===== config.mk =====
export PLATFORM = sky130hd
export DESIGN_NAME = acs_device_flat
export DESIGN_NICKNAME = d
export VERILOG_FILES = /design/src/rtl/acs_pkg.sv /design/src/rtl/acs_link_if.sv /design/src/rtl/acs_device.sv /design/src/flat_wrapper.sv
export VERILOG_INCLUDE_DIRS = /design/src /design/src/rtl
export SDC_FILE = /design/constraint.sdc
export NUM_CORES = 1
export LEC_CHECK = 0
export BUFFER_PORTS_ARGS = -buffer_cell sky130_fd_sc_hd__buf_2
export CORE_MARGIN = 2
export CORE_UTILIZATION = 50
export CTS_BUF_LIST = sky130_fd_sc_hd__clkbuf_8
export CTS_CLUSTER_DIAMETER = 40
export DETAILED_ROUTE_END_ITERATION = 10
export GPL_ROUTABILITY_DRIVEN = 1
export PLACE_DENSITY = 0.71
export SYNTH_ARGS = -nofsm -noshare
export SYNTH_HDL_FRONTEND = slang
export SYNTH_SLANG_ARGS = --single-unit

===== constraint.sdc =====
create_clock -name ref_clk_i -period 3.6 [get_ports ref_clk_i]
set_input_delay 0 -clock ref_clk_i [delete_from_list [all_inputs] [get_ports ref_clk_i]]
set_output_delay 0 -clock ref_clk_i [all_outputs]
set_load 0.05 [all_outputs]

===== src/rtl/acs_consts.svh =====
`ifndef ACS_CONSTS_SVH
`define ACS_CONSTS_SVH
// Bit counts within a byte on the bus, and bus or oscillator clocks per conversion
`define ACS_TRACK_EDGE_INT   4'h8
`define ACS_ACK_EDGE         4'h9
`define ACS_HOLD_EDGE_EXT    4'h2
`define ACS_CONV_CLOCKS      4'hc
// Internal oscillator: one conversion clock per this many ref_clk cycles
`define ACS_OSC_DIV          4'h4
// Number of stored results
`define ACS_MEM_DEPTH        4'h8
// Reset configuration values
`define ACS_RST_CLK_SRC      1'h0
`define ACS_RST_INPUT_MODE   1'h1
`define ACS_RST_BIPOLAR      1'h0
`define ACS_RST_REF_SEL      3'h0
`define ACS_RST_CHAN         2'h0
`define ACS_RST_SCAN_LEN     4'h1
// Reference select role bit position and reference-out code
`define ACS_REF_ROLE_BIT     1
`define ACS_REF_OUT_CODE     2'h3
// Master side bus clock half period in ref_clk cycles and in microseconds
`define ACS_HALF_PERIOD      4'h4
`define ACS_HALF_PERIOD_US   0.4
`endif


===== src/rtl/acs_pkg.sv =====
package acs_pkg;
  // Sequencer states
  typedef enum logic [2:0] {
    ACS_IDLE,
    ACS_TRACK,
    ACS_CONV_INT,
    ACS_READ_INT,
    ACS_TRACK_EXT,
    ACS_CONV_EXT
  } acs_state_t;
endpackage


===== src/rtl/acs_link_if.sv =====
`timescale 1ns/10ps
interface acs_link_if;
  logic        bus_clk;        // Bus clock from master
  logic        stretch;        // Device holds bus clock low
  logic        addr_match;     // Level: read-addressed frame active
  logic        nack;           // Pulse: master not-acknowledge
  logic [3:0]  bit_cnt;        // Bit number within current byte, 0..9 (0 before the first edge of a frame)
  logic        first_byte;     // Level: first result byte being sent
  logic        res_valid;      // Result word presented
  logic [11:0] res_word;       // Result word
  logic        res_take;       // Pulse: master took result
  modport device (input bus_clk, addr_match, nack, bit_cnt, first_byte, res_take,
                  output stretch, res_valid, res_word);
  modport host   (output bus_clk, addr_match, nack, bit_cnt, first_byte, res_take,
                  input stretch, res_valid, res_word);
endinterface


===== src/rtl/acs_device.sv =====
`timescale 1ns/10ps
`include "acs_consts.svh"
// Functional notes
// Internal mode tracks on eighth address edge
// Internal mode holds at ninth, stretches clock
// Internal scan converts back to back, stores
// Results read in order, pointer wraps
// Fresh internal results need new read
// Bus-clock mode tracks on ninth edge
// Bus-clock hold at second edge, 12 clocks
// Bus-clock mode converts continuously until NACK
// Clock-source bit zero internal, default internal
// Monitoring forces internal oscillator
// Input mode selects single-ended or differential
// Unipolar straight binary, negative gives zero
// Bipolar gives two's complement half range
// Single-ended always unipolar
// Reference field; code 11 drives reference out
// Reference pin acts grounded in differential
// Reference pin excluded from scans
// Internal reference stays on until reconfigured
// Master finishes conversions within limits
// Master picks mode by sample rate
// Reset config single-ended unipolar first input
// Completion flag and 12-bit word given
module acs_device
  import acs_pkg::*;
(
  input  wire logic        ref_clk_i,
  input  wire logic        rst_i,
  acs_link_if.device       link,
  input  wire logic        cfg_load_i,          // Load new configuration
  input  wire logic        conv_clock_source_sel_i,
  input  wire logic        input_mode_sel_i,    // 1 single-ended
  input  wire logic        bipolar_i,
  input  wire logic [2:0]  ref_sel_i,
  input  wire logic [1:0]  chan_i,
  input  wire logic [3:0]  scan_len_i,          // Conversions per scan
  input  wire logic        monitor_active_i,
  input  wire logic [11:0] adc_code_i,          // Raw comparator result, signed
  output logic             track_o,             // Track switch
  output logic             hold_o,              // Hold switch
  output logic [1:0]       mux_pos_o,
  output logic [1:0]       mux_neg_o,
  output logic             neg_is_gnd_o,
  output logic             ref_drive_o,         // Internal reference on pin
  output logic             ref_on_o,
  output logic             conv_done_o,         // Completion pulse
  output logic [11:0]      result_o
);
  logic [11:0] mem [0:7];      // Scan results
  logic        clk_src;        // Stored clock source
  logic        in_mode;        // Stored input mode
  logic        bip;            // Stored polarity
  logic [2:0]  ref_sel;        // Stored reference select
  logic [1:0]  chan;           // Stored start channel
  logic [3:0]  scan_len;       // Stored scan length
  logic [3:0]  wr_ptr;         // Write pointer
  logic [3:0]  rd_ptr;         // Read pointer
  logic [3:0]  cnt;            // Conversion clock counter
  logic [3:0]  osc_cnt;        // Oscillator divider
  logic [1:0]  cur_chan;       // Channel being converted
  logic        sclk_s1;        // Bus clock synchroniser
  logic        sclk_s2;
  logic        sclk_d;         // Previous sampled level
  logic        stretch_q;      // Clock stretch flop
  logic        valid_q;        // Result presented
  logic [11:0] word_q;         // Result to link
  acs_state_t  state;

  wire         sclk_rise  = sclk_s2 && !sclk_d;
  wire         sclk_fall  = !sclk_s2 && sclk_d;
  wire         osc_tick   = (osc_cnt == `ACS_OSC_DIV - 4'h1);
  wire         use_int    = !clk_src || monitor_active_i;
  wire         ref_pin    = ref_sel[`ACS_REF_ROLE_BIT];
  wire         unipolar   = in_mode || !bip;
  wire [1:0]   max_chan   = ref_pin ? 2'h2 : 2'h3;
  wire [3:0]   eff_len    = (ref_pin && scan_len > 4'h3) ? 4'h3 : scan_len;
  wire [3:0]   scan_pos   = {2'h0, cur_chan - chan} + 4'h1; // Conversions done in this pass
  wire [1:0]   next_chan  = (cur_chan >= max_chan || scan_pos >= eff_len) ? chan : cur_chan + 2'h1;
  wire [11:0]  uni_code   = adc_code_i[11] ? 12'h000 : {adc_code_i[10:0], 1'h0};
  wire [11:0]  code       = unipolar ? uni_code : adc_code_i;
  wire         conv_tick  = use_int ? osc_tick : sclk_rise;
  wire         conv_last  = conv_tick && (cnt == `ACS_CONV_CLOCKS - 4'h1);
  wire [3:0]   next_wr    = wr_ptr + 4'h1;
  wire [3:0]   next_rd    = (rd_ptr + 4'h1 >= wr_ptr) ? 4'h0 : rd_ptr + 4'h1;

  assign link.stretch   = stretch_q;
  assign link.res_valid = valid_q;
  assign link.res_word  = word_q;

  // Bus clock synchroniser
  always_ff @(posedge ref_clk_i) begin
    sclk_s1 <= link.bus_clk;
    sclk_s2 <= sclk_s1;
    sclk_d  <= sclk_s2;
  end

  // Configuration registers
  always_ff @(posedge ref_clk_i) begin
    if (rst_i) begin
      clk_src  <= `ACS_RST_CLK_SRC;
      in_mode  <= `ACS_RST_INPUT_MODE;
      bip      <= `ACS_RST_BIPOLAR;
      ref_sel  <= `ACS_RST_REF_SEL;
      chan     <= `ACS_RST_CHAN;
      scan_len <= `ACS_RST_SCAN_LEN;
      ref_on_o <= 1'h0;
    end else begin
      if (cfg_load_i) begin
        clk_src  <= conv_clock_source_sel_i;
        in_mode  <= input_mode_sel_i;
        bip      <= bipolar_i;
        ref_sel  <= ref_sel_i;
        chan     <= chan_i;
        scan_len <= (scan_len_i == 4'h0) ? 4'h1 : ((scan_len_i > `ACS_MEM_DEPTH) ? `ACS_MEM_DEPTH : scan_len_i);
        ref_on_o <= ref_sel_i[`ACS_REF_ROLE_BIT];
      end
    end
  end

  // Analog mux and reference pin
  always_ff @(posedge ref_clk_i) begin
    if (rst_i) begin
      mux_pos_o <= 2'h0; mux_neg_o <= 2'h0; neg_is_gnd_o <= 1'h1; ref_drive_o <= 1'h0;
    end else begin
      mux_pos_o    <= in_mode ? cur_chan : {cur_chan[1], 1'h0};
      mux_neg_o    <= in_mode ? 2'h0 : {cur_chan[1], 1'h1};
      neg_is_gnd_o <= in_mode || (ref_pin && cur_chan[1]);
      ref_drive_o  <= (ref_sel[1:0] == `ACS_REF_OUT_CODE);
    end
  end

  // Oscillator divider
  always_ff @(posedge ref_clk_i) begin
    if (rst_i) osc_cnt <= 4'h0;
    else osc_cnt <= osc_tick ? 4'h0 : osc_cnt + 4'h1;
  end

  // Sequencer
  always_ff @(posedge ref_clk_i) begin
    if (rst_i) begin
      state <= ACS_IDLE; track_o <= 1'h0; hold_o <= 1'h0; stretch_q <= 1'h0;
      wr_ptr <= 4'h0; rd_ptr <= 4'h0; cnt <= 4'h0; cur_chan <= 2'h0;
      conv_done_o <= 1'h0; result_o <= 12'h000; valid_q <= 1'h0; word_q <= 12'h000;
    end else begin
      conv_done_o <= 1'h0;
      unique case (state)
        ACS_IDLE: begin
          track_o <= 1'h0; hold_o <= 1'h0; cur_chan <= chan; cnt <= 4'h0;
          if (link.addr_match && sclk_rise) begin
            if (use_int && link.bit_cnt == `ACS_TRACK_EDGE_INT - 4'h1) begin
              track_o <= 1'h1; state <= ACS_TRACK; wr_ptr <= 4'h0;
            end else if (!use_int && link.bit_cnt == `ACS_ACK_EDGE - 4'h1) begin
              track_o <= 1'h1; state <= ACS_TRACK_EXT;
            end
          end
        end
        ACS_TRACK: if (sclk_fall && link.bit_cnt == `ACS_ACK_EDGE) begin
          track_o <= 1'h0; hold_o <= 1'h1; stretch_q <= 1'h1; state <= ACS_CONV_INT;
        end
        ACS_CONV_INT: if (conv_tick) begin
          cnt <= conv_last ? 4'h0 : cnt + 4'h1;
          if (conv_last) begin
            mem[wr_ptr[2:0]] <= code; wr_ptr <= next_wr; cur_chan <= next_chan;
            conv_done_o <= 1'h1; result_o <= code;
            if (next_wr >= eff_len) begin
              stretch_q <= 1'h0; hold_o <= 1'h0; rd_ptr <= 4'h0; state <= ACS_READ_INT;
              valid_q <= 1'h1; word_q <= mem[0];
              if (wr_ptr == 4'h0) word_q <= code;
            end
          end
        end
        ACS_READ_INT: begin
          if (link.res_take) begin
            rd_ptr <= next_rd; word_q <= mem[next_rd[2:0]];
          end
          if (!link.addr_match) begin
            valid_q <= 1'h0; state <= ACS_IDLE;
          end
        end
        ACS_TRACK_EXT: begin
          if (sclk_rise && link.first_byte && link.bit_cnt == `ACS_HOLD_EDGE_EXT - 4'h1) begin
            track_o <= 1'h0; hold_o <= 1'h1; cnt <= 4'h0; state <= ACS_CONV_EXT;
          end
          // The NACK after the last word lands here, so leave from tracking too
          if (link.nack || !link.addr_match) begin
            valid_q <= 1'h0; track_o <= 1'h0; hold_o <= 1'h0; state <= ACS_IDLE;
          end
        end
        ACS_CONV_EXT: begin
          if (conv_tick) cnt <= conv_last ? 4'h0 : cnt + 4'h1;
          if (conv_last) begin
            conv_done_o <= 1'h1; result_o <= code; word_q <= code; valid_q <= 1'h1;
            cur_chan <= next_chan; hold_o <= 1'h0; track_o <= 1'h1; state <= ACS_TRACK_EXT;
          end
          if (link.nack || !link.addr_match) begin
            valid_q <= 1'h0; track_o <= 1'h0; hold_o <= 1'h0; state <= ACS_IDLE;
          end
        end
        default: state <= ACS_IDLE;
      endcase
    end
  end
endmodule


===== src/flat_wrapper.sv =====
// flat-port wrapper written by rule: the top's interface ports become plain ports
module acs_device_flat import acs_pkg::*;
  (ref_clk_i, rst_i, cfg_load_i, conv_clock_source_sel_i, input_mode_sel_i, bipolar_i, ref_sel_i, chan_i, scan_len_i, monitor_active_i, adc_code_i, track_o, hold_o, mux_pos_o, mux_neg_o, neg_is_gnd_o, ref_drive_o, ref_on_o, conv_done_o, result_o, link_bus_clk, link_addr_match, link_nack, link_bit_cnt, link_first_byte, link_res_take, link_stretch, link_res_valid, link_res_word);
  acs_link_if link_i ();
  input  wire logic ref_clk_i;
  input  wire logic rst_i;
  input  wire logic cfg_load_i;
  input  wire logic conv_clock_source_sel_i;
  input  wire logic input_mode_sel_i;
  input  wire logic bipolar_i;
  input  wire logic [2:0] ref_sel_i;
  input  wire logic [1:0] chan_i;
  input  wire logic [3:0] scan_len_i;
  input  wire logic monitor_active_i;
  input  wire logic [11:0] adc_code_i;
  output logic track_o;
  output logic hold_o;
  output logic [1:0] mux_pos_o;
  output logic [1:0] mux_neg_o;
  output logic neg_is_gnd_o;
  output logic ref_drive_o;
  output logic ref_on_o;
  output logic conv_done_o;
  output logic [11:0] result_o;
  input wire logic [$bits(link_i.bus_clk)-1:0] link_bus_clk;
  input wire logic [$bits(link_i.addr_match)-1:0] link_addr_match;
  input wire logic [$bits(link_i.nack)-1:0] link_nack;
  input wire logic [$bits(link_i.bit_cnt)-1:0] link_bit_cnt;
  input wire logic [$bits(link_i.first_byte)-1:0] link_first_byte;
  input wire logic [$bits(link_i.res_take)-1:0] link_res_take;
  output wire logic [$bits(link_i.stretch)-1:0] link_stretch;
  output wire logic [$bits(link_i.res_valid)-1:0] link_res_valid;
  output wire logic [$bits(link_i.res_word)-1:0] link_res_word;
  assign link_i.bus_clk = link_bus_clk;
  assign link_i.addr_match = link_addr_match;
  assign link_i.nack = link_nack;
  assign link_i.bit_cnt = link_bit_cnt;
  assign link_i.first_byte = link_first_byte;
  assign link_i.res_take = link_res_take;
  assign link_stretch = link_i.stretch;
  assign link_res_valid = link_i.res_valid;
  assign link_res_word = link_i.res_word;
  acs_device u_core (.ref_clk_i(ref_clk_i), .rst_i(rst_i), .link(link_i), .cfg_load_i(cfg_load_i), .conv_clock_source_sel_i(conv_clock_source_sel_i), .input_mode_sel_i(input_mode_sel_i), .bipolar_i(bipolar_i), .ref_sel_i(ref_sel_i), .chan_i(chan_i), .scan_len_i(scan_len_i), .monitor_active_i(monitor_active_i), .adc_code_i(adc_code_i), .track_o(track_o), .hold_o(hold_o), .mux_pos_o(mux_pos_o), .mux_neg_o(mux_neg_o), .neg_is_gnd_o(neg_is_gnd_o), .ref_drive_o(ref_drive_o), .ref_on_o(ref_on_o), .conv_done_o(conv_done_o), .result_o(result_o));
endmodule

* After elaboration in Yosys (flattened, before gate mapping)
Memories as Yosys holds them, arrays and structs flattened.
Cells that the tools add are included.
** Storage, ports and cells
- Register bits :: 71
- Latch bits :: 0
- RAM bits :: 96
- ROM bits :: 0
- Bits of input ports :: 37
- Output and inout bits :: 36
- Memories kept :: 1
** Operators by class
- Add/subtract/negate cells :: 7
- Multiply operators :: 0
- Divide/modulo/power cells :: 0
- Magnitude comparators :: 6
- Equal/unequal tests :: 27
- Shift-type cells :: 0
- Multiplexer cells :: 81
- Bitwise operators :: 1
- Reduce and logical (&&, ||, !) cells :: 50
** Memory list
- u_core.mem :: words 8, bits a word 12, read ports 2, clocked after Yosys merged registers in 0, wr ports 1, RTL line acs_device.sv:51 : logic [11:0] mem [0:7];
** Operators with widths (count)
- 2-to-1 mux 12 bit :: 10
- 2-to-1 mux 4 bit :: 15
- 2-to-1 mux 3 bit :: 12
- case mux 12 bit (3 select lines) :: 1
- 2-to-1 mux 1 bit :: 29
- case mux 12 bit (2 select lines) :: 1
- inequality test 2 x 1 -> 1 bit, second input constant :: 10
- case mux 3 bit (6 select lines) :: 1
- adder 4 x 1 -> 4 bit, second input constant :: 4
- case mux 4 bit (2 select lines) :: 2
- AND reduction 5 bit :: 3
- AND reduction 7 bit :: 2
- == test 4 bit, second input constant :: 3
- >= comparator 4 bit :: 3
- case mux 4 bit (3 select lines) :: 1
- logical AND 1 bit :: 11
- inequality test 3 x 1 -> 1 bit, second input constant :: 3
- AND reduction 9 bit :: 1
- nonzero test 3 bit :: 3
- logical NOT 4 bit :: 2
- case mux 1 bit (4 select lines) :: 2
- nonzero test 2 bit :: 4
- nonzero test 4 bit :: 2
- OR reduction 2 bit :: 4
- other kinds (27) :: 43

* Logic depth before layout (Yosys ltp)
Gate-level depths: netlist of the first run.
- Word-level depth :: 9
- Mapped depth :: 12
- Depth with buffers taken out :: 11

* Worst setup path after synthesis of the first run
OpenSTA, ideal clock, no wires.
- Path type :: register -> register
- From :: register u_core.rd_ptr[0]
- To :: register u_core.word_q[3] (netlist: u_core.link.res_word[3])
- Arrival :: 2702 ps
- Path slack :: 808 ps
- Cell stages (with the launch flop) :: 13
- Cell sequence :: dfxtp_1 buf_2 buf_2 nand3_1 xnor2_1 ha_1 a21oi_1 o21ai_4 buf_6 a211oi_1 a21oi_1 or3_1 a311oi_1
** Between the ends
- Cells in the longest elaborated chain, start to end :: 6
** RTL lines
- start: declaration :: RTL line acs_device.sv:59 : logic [3:0] rd_ptr;
- start signal: assignment :: RTL line acs_device.sv:176 : rd_ptr <= next_rd; word_q <= mem[next_rd[2:0]];
- adder 4 x 1 -> 4 bit * :: RTL line acs_device.sv:86 : wire [3:0] next_rd = (rd_ptr + 4'h1 >= wr_ptr) ? 4'h0 : rd_ptr + 4'h1;
- >= comparator 4 bit :: RTL line acs_device.sv:86
- 2-to-1 mux 4 bit * :: RTL line acs_device.sv:86
- memory (8 x 12 bit) *
- 2-to-1 mux 12 bit * :: RTL line acs_device.sv:175 : if (link.res_take) begin
- case mux 12 bit (3 select lines) * :: RTL line acs_device.sv:148 : unique case (state)
- end signal: assignment :: RTL line acs_device.sv:170 : if (wr_ptr == 4'h0) word_q <= code;
- end signal: assignment :: RTL line acs_device.sv:176
- end: declaration :: RTL line acs_device.sv:68 : logic [11:0] word_q;
Mark *: on every way between the ends. The rest lies on a longest branch, timed or not. The select of a mux whose other input is x is not followed.
A chain may end at the register's enable or synchronous reset.

* Final worst setup path of the first run
- From :: register u_core.rd_ptr[0]
- To :: register u_core.word_q[4] (netlist: u_core.link.res_word[4])
The elaborated chain is that of the path after synthesis.

==> results of run 1 <==
routing by layer:
| metal | GRT usage, % | up-vias | routed length (um) |
|---|---|---|---|
| li1 | - | 2722 | - |
| met1 | 30.8 | 2795 | 7750 |
| met2 | 35.4 | 212 | 8030 |
| met3 | 4.48 | 23 | 1180 |
| met4 | 6.79 | 0 | 246 |
| met5 | 0 | - | 0 |
placed cells by master, fill, tap and decap left out, types with 3 or more instances in the layout:
cell	n
sky130_fd_sc_hd__edfxtp_1	96
sky130_fd_sc_hd__nor2_1	79
sky130_fd_sc_hd__buf_2	71
sky130_fd_sc_hd__dfxtp_1	70
sky130_fd_sc_hd__dlygate4sd3_1	40
sky130_fd_sc_hd__a21oi_1	39
sky130_fd_sc_hd__nand2_1	38
sky130_fd_sc_hd__mux2i_1	33
sky130_fd_sc_hd__a211oi_1	23
sky130_fd_sc_hd__inv_1	22
sky130_fd_sc_hd__nor3_1	19
sky130_fd_sc_hd__o21ai_0	19
sky130_fd_sc_hd__ha_1	19
sky130_fd_sc_hd__buf_4	19
sky130_fd_sc_hd__clkbuf_8	17
sky130_fd_sc_hd__a311oi_1	14
sky130_fd_sc_hd__or3_1	12
sky130_fd_sc_hd__nand3_1	12
sky130_fd_sc_hd__a222oi_1	10
sky130_fd_sc_hd__o32ai_1	8
sky130_fd_sc_hd__nand2b_1	8
sky130_fd_sc_hd__nor3b_1	8
sky130_fd_sc_hd__mux2_2	7
sky130_fd_sc_hd__nand3b_1	5
sky130_fd_sc_hd__o221ai_1	5
sky130_fd_sc_hd__a31oi_1	4
sky130_fd_sc_hd__and2_1	4
sky130_fd_sc_hd__xnor2_1	4
sky130_fd_sc_hd__clkinvlp_4	4
sky130_fd_sc_hd__inv_6	4
sky130_fd_sc_hd__o21a_1	3
sky130_fd_sc_hd__nor2b_1	3
sky130_fd_sc_hd__a22oi_1	3
sky130_fd_sc_hd__mux4_2	3
sky130_fd_sc_hd__xor2_1	3
sky130_fd_sc_hd__inv_2	3
kinds of logic after synthesis:
family	synth area share (%)
AOI/OAI and AO/OA	14.8
xor gates and xnor gates	1.02
adders and majority gates	3.14
buffers and inverters	3.90
DFF	56.5
muxes	6.49
and+or+nand+nor	14.1
how the worst max path moves through the flow:
stage / slack (ns) / from / to / depth (start not counted)
after detailed placement: 0.64 / u_core.rd_ptr[0]$_SDFFE_PP0P_ / u_core.link.res_word[6]$_SDFFE_PP0P_ / 9
after CTS: 0.62 / u_core.rd_ptr[0]$_SDFFE_PP0P_ / u_core.link.res_word[6]$_SDFFE_PP0P_ / 9
final: 0.52 / u_core.rd_ptr[0]$_SDFFE_PP0P_ / u_core.link.res_word[4]$_SDFFE_PP0P_ / 10
after global placement: 0.73 / u_core.rd_ptr[0]$_SDFFE_PP0P_ / u_core.link.res_word[3]$_SDFFE_PP0P_ / 10
after global routing: 0.30 / u_core.rd_ptr[0]$_SDFFE_PP0P_ / u_core.link.res_word[6]$_SDFFE_PP0P_ / 10
after floorplan: 0.81 / u_core.rd_ptr[0]$_SDFFE_PP0P_ / u_core.link.res_word[3]$_SDFFE_PP0P_ / 12
report_power, final:
| group | total [uW] | leakage (uW) | switching [uW] | internal, uW |
|---|---|---|---|---|
| Clock | 1240 | 0.000178 | 690 | 551 |
| Combinational | 698 | 0.00165 | 419 | 279 |
| Sequential | 2120 | 0.00149 | 71.4 | 2050 |
metrics by stage:
stage | setup WS [ns] | total power [uW] | utilization (%) | hold slack [ns]
after detailed placement | 0.638 | 2820 | 55.3 | 0.105
after global placement | 0.729 | 2790 | 55.3 | 0.102
final | 0.522 | 4060 | 60.5 | 0.0920
after CTS | 0.621 | 4080 | 60.5 | 0.0540
after global routing | 0.302 | 4240 | 60.5 | 0.115
after floorplan | 0.808 | 2660 | - | 0.0277
critical path, cell delays in order (launching register included):
cell	delay, ns
sky130_fd_sc_hd__dfxtp_1	0.34
sky130_fd_sc_hd__ha_1	0.23
sky130_fd_sc_hd__xnor2_2	0.16
sky130_fd_sc_hd__inv_2	0.15
sky130_fd_sc_hd__ha_1	0.32
sky130_fd_sc_hd__o211ai_2	0.12
sky130_fd_sc_hd__o21ai_4	0.75
sky130_fd_sc_hd__nor3_1	0.10
sky130_fd_sc_hd__a211oi_1	0.38
sky130_fd_sc_hd__a222oi_1	0.17
sky130_fd_sc_hd__a311oi_1	0.27
registers in the layout, summed over array words and instances, names as in the netlist, 2 cells and up:
name	cells
u_core.chan	2
u_core.cnt	4
u_core.cur_chan	2
u_core.link.res_word	12
u_core.mem	96
u_core.mux_neg_o	2
u_core.mux_pos_o	2
u_core.osc_cnt	4
u_core.rd_ptr	4
u_core.ref_sel	2
u_core.result_o	12
u_core.scan_len	4
u_core.state	3
u_core.wr_ptr	4
layout make-up:
type	instances	area, um^2	share of cell area, %
clock buffers	17	234	2.64
well taps	184	230	2.60
repair buffers	130	898	10.1
inverters	24	90.1	1.02
multi-input cells	435	3000	33.8
flip-flops and latches	166	4280	48.3
clock inverters	14	129	1.45
==> impl_metrics.toml, run 1 <==
[outcome]
outcome = "completed"

[worst_setup_path]
worst_setup_path_start_kind = "flip-flop"
critPathMaxFanout = 33
r2r-end = "u_core.link.res_word[4]$_SDFFE_PP0P_"
setup.worst_path.end_class = "flip-flop"
cp_data_arrival_time_ns = 3.44
timing.setup.critical_path_class = "reg2reg"
worst-r2r-setup-slack_ns = 0.52
worstPathRequired_ns = 3.96
regToRegStartpoint = "u_core.rd_ptr[0]$_SDFFE_PP0P_"
r2r_cells = 10

[finish]
fin_cells = 970
drive_above_1_share_pct = 19.3
n_fill_cell = 1173
area_growth_pct = 17.0
antenna-diode-count = 0
design.final.nets = 830
final_cell_area_um2 = 8860

[die]
die-area_um2 = 16200
initial_core_utilization_pct = 51.7
die_height_um = 127
coreArea_um2 = 14600
die_w_um = 127
num_io_pins = 73
std_cell_rows = 44

[place]
place.detailed.hpwl_um = 11300
post_dp_cell_area_um2 = 8100
gp_congestion = 0.844
placed_cells = 899
port_buffers = 71

[routing]
drt-vias-per-instance = 5.93
routed_wire_length_per_instance_um = 17.7
num_vias = 5752
ant_nets = 0
detail_route.wirelength_um = 17200
starting_drt_drc_count = 473
detail_route.first_pass.iterations = 5
drc = 0

[clock_tree]
h-tree-depth = 4
tritoncts_clock_tree = "done"
cts.root.buffer_cell = "sky130_fd_sc_hd__clkbuf_8"
cts_setup_buffers = 0
clock_tree.buffer_depth = 2
cts_num_sinks = 166
clock_latency_ns = 0.45
cts_resized = 0
tritoncts.num_buffers = 17
cts.clk_slew.worst_paths_ns = 0.09
cts_hold_repair.buffers = 40

[grt]
gr-total-overflow = 0
pin_count_of_the_biggest_net_entering_global_routing = 61
groute.usage.overall_pct = 22.1
antenna_found_initial = 0
grt_first_pass_wirelength_um = 28400
grt_pass1_vias = 5548

[synth]
main_synth_ff_type = "sky130_fd_sc_hd__edfxtp_1"
synth_top_cell_by_area = "sky130_fd_sc_hd__edfxtp_1"
postSynthCellCount = 664
synth-seq-cells = 166
synthesis.nets = 720
ys_warn_count = 0
average_instance_area_after_synthesis_um2 = 11.4
post_synth_num_cell_types = 73
netlist_top_cells_count = "sky130_fd_sc_hd__edfxtp_1, sky130_fd_sc_hd__nor2_1, sky130_fd_sc_hd__dfxtp_1"
synth-edff-count = 96
area_share_of_the_leading_cell_type_in_the_synthesized_netlist_pct = 38.1
ranking_of_synthesized_cells_by_area = "sky130_fd_sc_hd__edfxtp_1, sky130_fd_sc_hd__dfxtp_1, sky130_fd_sc_hd__mux2i_1"
async_flop_share_pct = 0
post_synth_instance_area_um2 = 7580
seq_area_frac_synth_pct = 56.5
synth_most_common_cell = "sky130_fd_sc_hd__edfxtp_1"

[run]
max_cap_violations = 0

[timing]
layout_worst_path_cycle_share_pct = 85.5
layout_min_cycle_time_ns = 3.08
achievable-frequency_mhz = 325
report.final.hold_viol_count = 0
finalClockSkew_ns = 0.0112
worst_slew_margin_rel_pct = 37.0
rsz0062_at_grt = "false"
setup-violations-final = 0
fin_tns_setup_ns = 0
max_slew.worst_pin.slew_ns = 0.942
timing.final.max_slew_violations = 0

[power]
power.ir.vdd_worst_mv = 0.288
p_per_area_nw_per_um2 = 458
leakage_uw = 0.00331

[worst_hold_path]
hold_path_class = "in2reg"
worstHoldEndpoint = "u_core.result_o[1]$_SDFFE_PP0P_"
worstHoldPathCells = 4
timing.hold.worst.start = "adc_code_i[0]"
No activity file was read; power rests on OpenSTA's default activity.
==> run 2: changes to the inputs <==
--- a/config.mk
+++ b/config.mk
@@ -7,13 +7,13 @@
 export NUM_CORES = 1
 export LEC_CHECK = 0
 export BUFFER_PORTS_ARGS = -buffer_cell sky130_fd_sc_hd__buf_2
-export CORE_MARGIN = 2
-export CORE_UTILIZATION = 50
+export CORE_MARGIN = 4
+export CORE_UTILIZATION = 55
 export CTS_BUF_LIST = sky130_fd_sc_hd__clkbuf_8
 export CTS_CLUSTER_DIAMETER = 40
 export DETAILED_ROUTE_END_ITERATION = 10
 export GPL_ROUTABILITY_DRIVEN = 1
-export PLACE_DENSITY = 0.71
+export PLACE_DENSITY = 0.77
 export SYNTH_ARGS = -nofsm -noshare
 export SYNTH_HDL_FRONTEND = slang
 export SYNTH_SLANG_ARGS = --single-unit
==> run 2 against run 1 <==
Clock skew rose by 0.0052 ns. Global-route usage rose by 0.47 points. Combinational power barely moved. Highest routed layer unchanged. Setup slack got worse by 0.16 ns. Register-to-register slack got worse by 0.16 ns. Routed wire length rose by 2.2%. First-iteration DRC count rose by 34%. Cell area barely moved.
==> impl_metrics.toml, run 2 (synthesis results as in run 1) <==
[finish]
design.final.nets = 830
most_common_cell_after_layout_fill_and_taps_aside = "sky130_fd_sc_hd__edfxtp_1"
number_of_flip_flops_under_the_largest_register_name = 96
drive_above_1_share_pct = 19.2
antenna-diode-count = 0
n_fill_cell = 1041
area_growth_pct = 17.0
top_library_cells_by_usage_in_the_layout_fill_and_taps_aside = "sky130_fd_sc_hd__edfxtp_1, sky130_fd_sc_hd__nor2_1, sky130_fd_sc_hd__buf_2, sky130_fd_sc_hd__dfxtp_1, sky130_fd_sc_hd__dlygate4sd3_1"

[run]
max_cap_violations = 0

[clock_tree]
cts_num_sinks = 166
cts.clk_slew.worst_paths_ns = 0.08
tritoncts.num_buffers = 17
cts_resized = 0
h-tree-depth = 4
cts_hold_repair.buffers = 40
cts.root.buffer_cell = "sky130_fd_sc_hd__clkbuf_8"
cts_setup_buffers = 0
clock_latency_ns = 0.45
clock_tree.buffer_depth = 2
tritoncts_clock_tree = "done"

[grt]
pin_count_of_the_biggest_net_entering_global_routing = 50
grt_busiest_layer = "met2"
groute.usage.overall_pct = 22.6
grt.met2_usage_pct = 35.9
antenna_found_initial = 0
grt_pass1_vias = 5689
met3_usage_pct = 4.39
gr-total-overflow = 0
grt_first_pass_wirelength_um = 28600
met1_usage_grt_pct = 31.6

[timing]
worst_slew_margin_rel_pct = 26.6
max_slew.worst_pin.slew_ns = 1.10
rsz0062_at_grt = "false"
timing.final.max_slew_violations = 0
layout_min_cycle_time_ns = 3.24
achievable-frequency_mhz = 308
holdWs_ns = 0.0836
finalClockSkew_ns = 0.0164
fin_tns_setup_ns = 0
layout_worst_path_cycle_share_pct = 90.1
setup-violations-final = 0
report.final.hold_viol_count = 0

[routing]
detail_route.wirelength_um = 17600
num_vias = 5775
detail_route.first_pass.iterations = 7
drt-vias-per-instance = 6.00
starting_drt_drc_count = 635
routed_wire_length_per_instance_um = 18.3
ant_nets = 0
drc = 0

[place]
gp_congestion = 0.827
port_buffers = 71
place.detailed.hpwl_um = 11500

[worst_setup_path]
worst-r2r-setup-slack_ns = 0.36
critPathMaxFanout = 33
cp-endpoint = "u_core.rd_ptr[2]$_SDFFE_PP0P_"
crit_path_max_incr_delay_ns = 0.72
r2r-end = "u_core.rd_ptr[2]$_SDFFE_PP0P_"
cp_common_cell = "sky130_fd_sc_hd__ha_1"
cp_data_arrival_time_ns = 3.58
critical-path-slowest-cell = "sky130_fd_sc_hd__o21ai_4"
setup.worst_path.end_class = "flip-flop"
worstPathRequired_ns = 3.93
worst_setup_path_start_kind = "flip-flop"
r2r_cells = 10
regToRegStartpoint = "u_core.rd_ptr[0]$_SDFFE_PP0P_"
path_cells = "ha_1 -> xnor2_2 -> inv_2 -> ha_1 -> o211ai_2 -> o21ai_4 -> nor3_4 -> a22oi_1 -> nor2_1 -> dlygate4sd3_1"
crit_start = "u_core.rd_ptr[0]$_SDFFE_PP0P_"
timing.setup.critical_path_class = "reg2reg"

[worst_hold_path]
hold_path_class = "in2reg"
timing.hold.worst.start = "link_bit_cnt[1]"

[die]
std_cell_rows = 42
num_io_pins = 73
die-area_um2 = 15700
die_w_um = 125
die_height_um = 125
initial_core_utilization_pct = 56.8
coreArea_um2 = 13300

[power]
leakage_uw = 0.00332
power.ir.vdd_worst_mv = 0.307
p_per_area_nw_per_um2 = 461

[outcome]
outcome = "completed"
[run 2: cell types whose count changed in the layout (fill, tap and decap cells not counted)]
cell	change
sky130_fd_sc_hd__inv_6	+1
sky130_fd_sc_hd__inv_1	+1
sky130_fd_sc_hd__clkinv_1	+1
sky130_fd_sc_hd__clkinv_4	-1
sky130_fd_sc_hd__clkbuf_8	+1
sky130_fd_sc_hd__clkinv_2	-2
[run 2: worst min-delay path by stage]
stage,depth (start not counted),to
2_1_floorplan,0,u_core.sclk_s1$_DFF_P_
3_3_place_gp,1,u_core.sclk_s1$_DFF_P_
3_5_place_dp,1,u_core.sclk_s1$_DFF_P_
4_1_cts,4,u_core.state[2]$_SDFFE_PP0P_
5_1_grt,4,u_core.state[2]$_SDFFE_PP0P_
6_report,4,u_core.state[2]$_SDFFE_PP0P_
[run 2: worst max-delay path, delay by kind of cell (launching register included)]
family                   cells  cell delay (ns)
XOR/XNOR                     1             0.17
AND/OR/NAND/NOR              2             0.29
flip-flops                   1             0.34
buffers and inverters        2             0.69
AO/OA/AOI/OAI                3             1.09
adder cells (fa/ha/maj)      2             0.55
[run 2: area by class of cell]
type / count / area, um^2 / share of cell area, %
inverter: 24 / 90.1 / 1.02
clock inverter: 14 / 126 / 1.43
clock buffer: 18 / 248 / 2.80
sequential: 166 / 4280 / 48.3
tap: 176 / 220 / 2.48
timing repair buffer: 130 / 898 / 10.1
multi-input combinational: 435 / 3000 / 33.8
[run 2: power by group]
group	switching [uW]	total [uW]	internal, uW
logic	421	698	277
registers	69.2	2120	2050
clock network	694	1270	573
total	1180	4090	2900
[run 2: layer usage]
metal	vias to the layer above	wire [um]	part of all wire, %
li1	2727	-	-
met1	2769	7630	43
met2	260	8340	47
met3	19	1420	8.1
met4	0	189	1.1
met5	-	0	0
[run 2: metrics by stage]
stage                     setup slack [ns]  util [%]  power [uW]  instance area (um^2)  instances
after floorplan                      0.808         -        2660                  7580        664
after global placement               0.734      60.6        2790                  8090        891
after detailed placement             0.645      60.6        2820                  8090        891
after CTS                            0.396      66.4        4110                  8860        963
after global routing                 0.174      66.4        4280                  8860        963
final                                0.357      66.4        4090                  8860        963
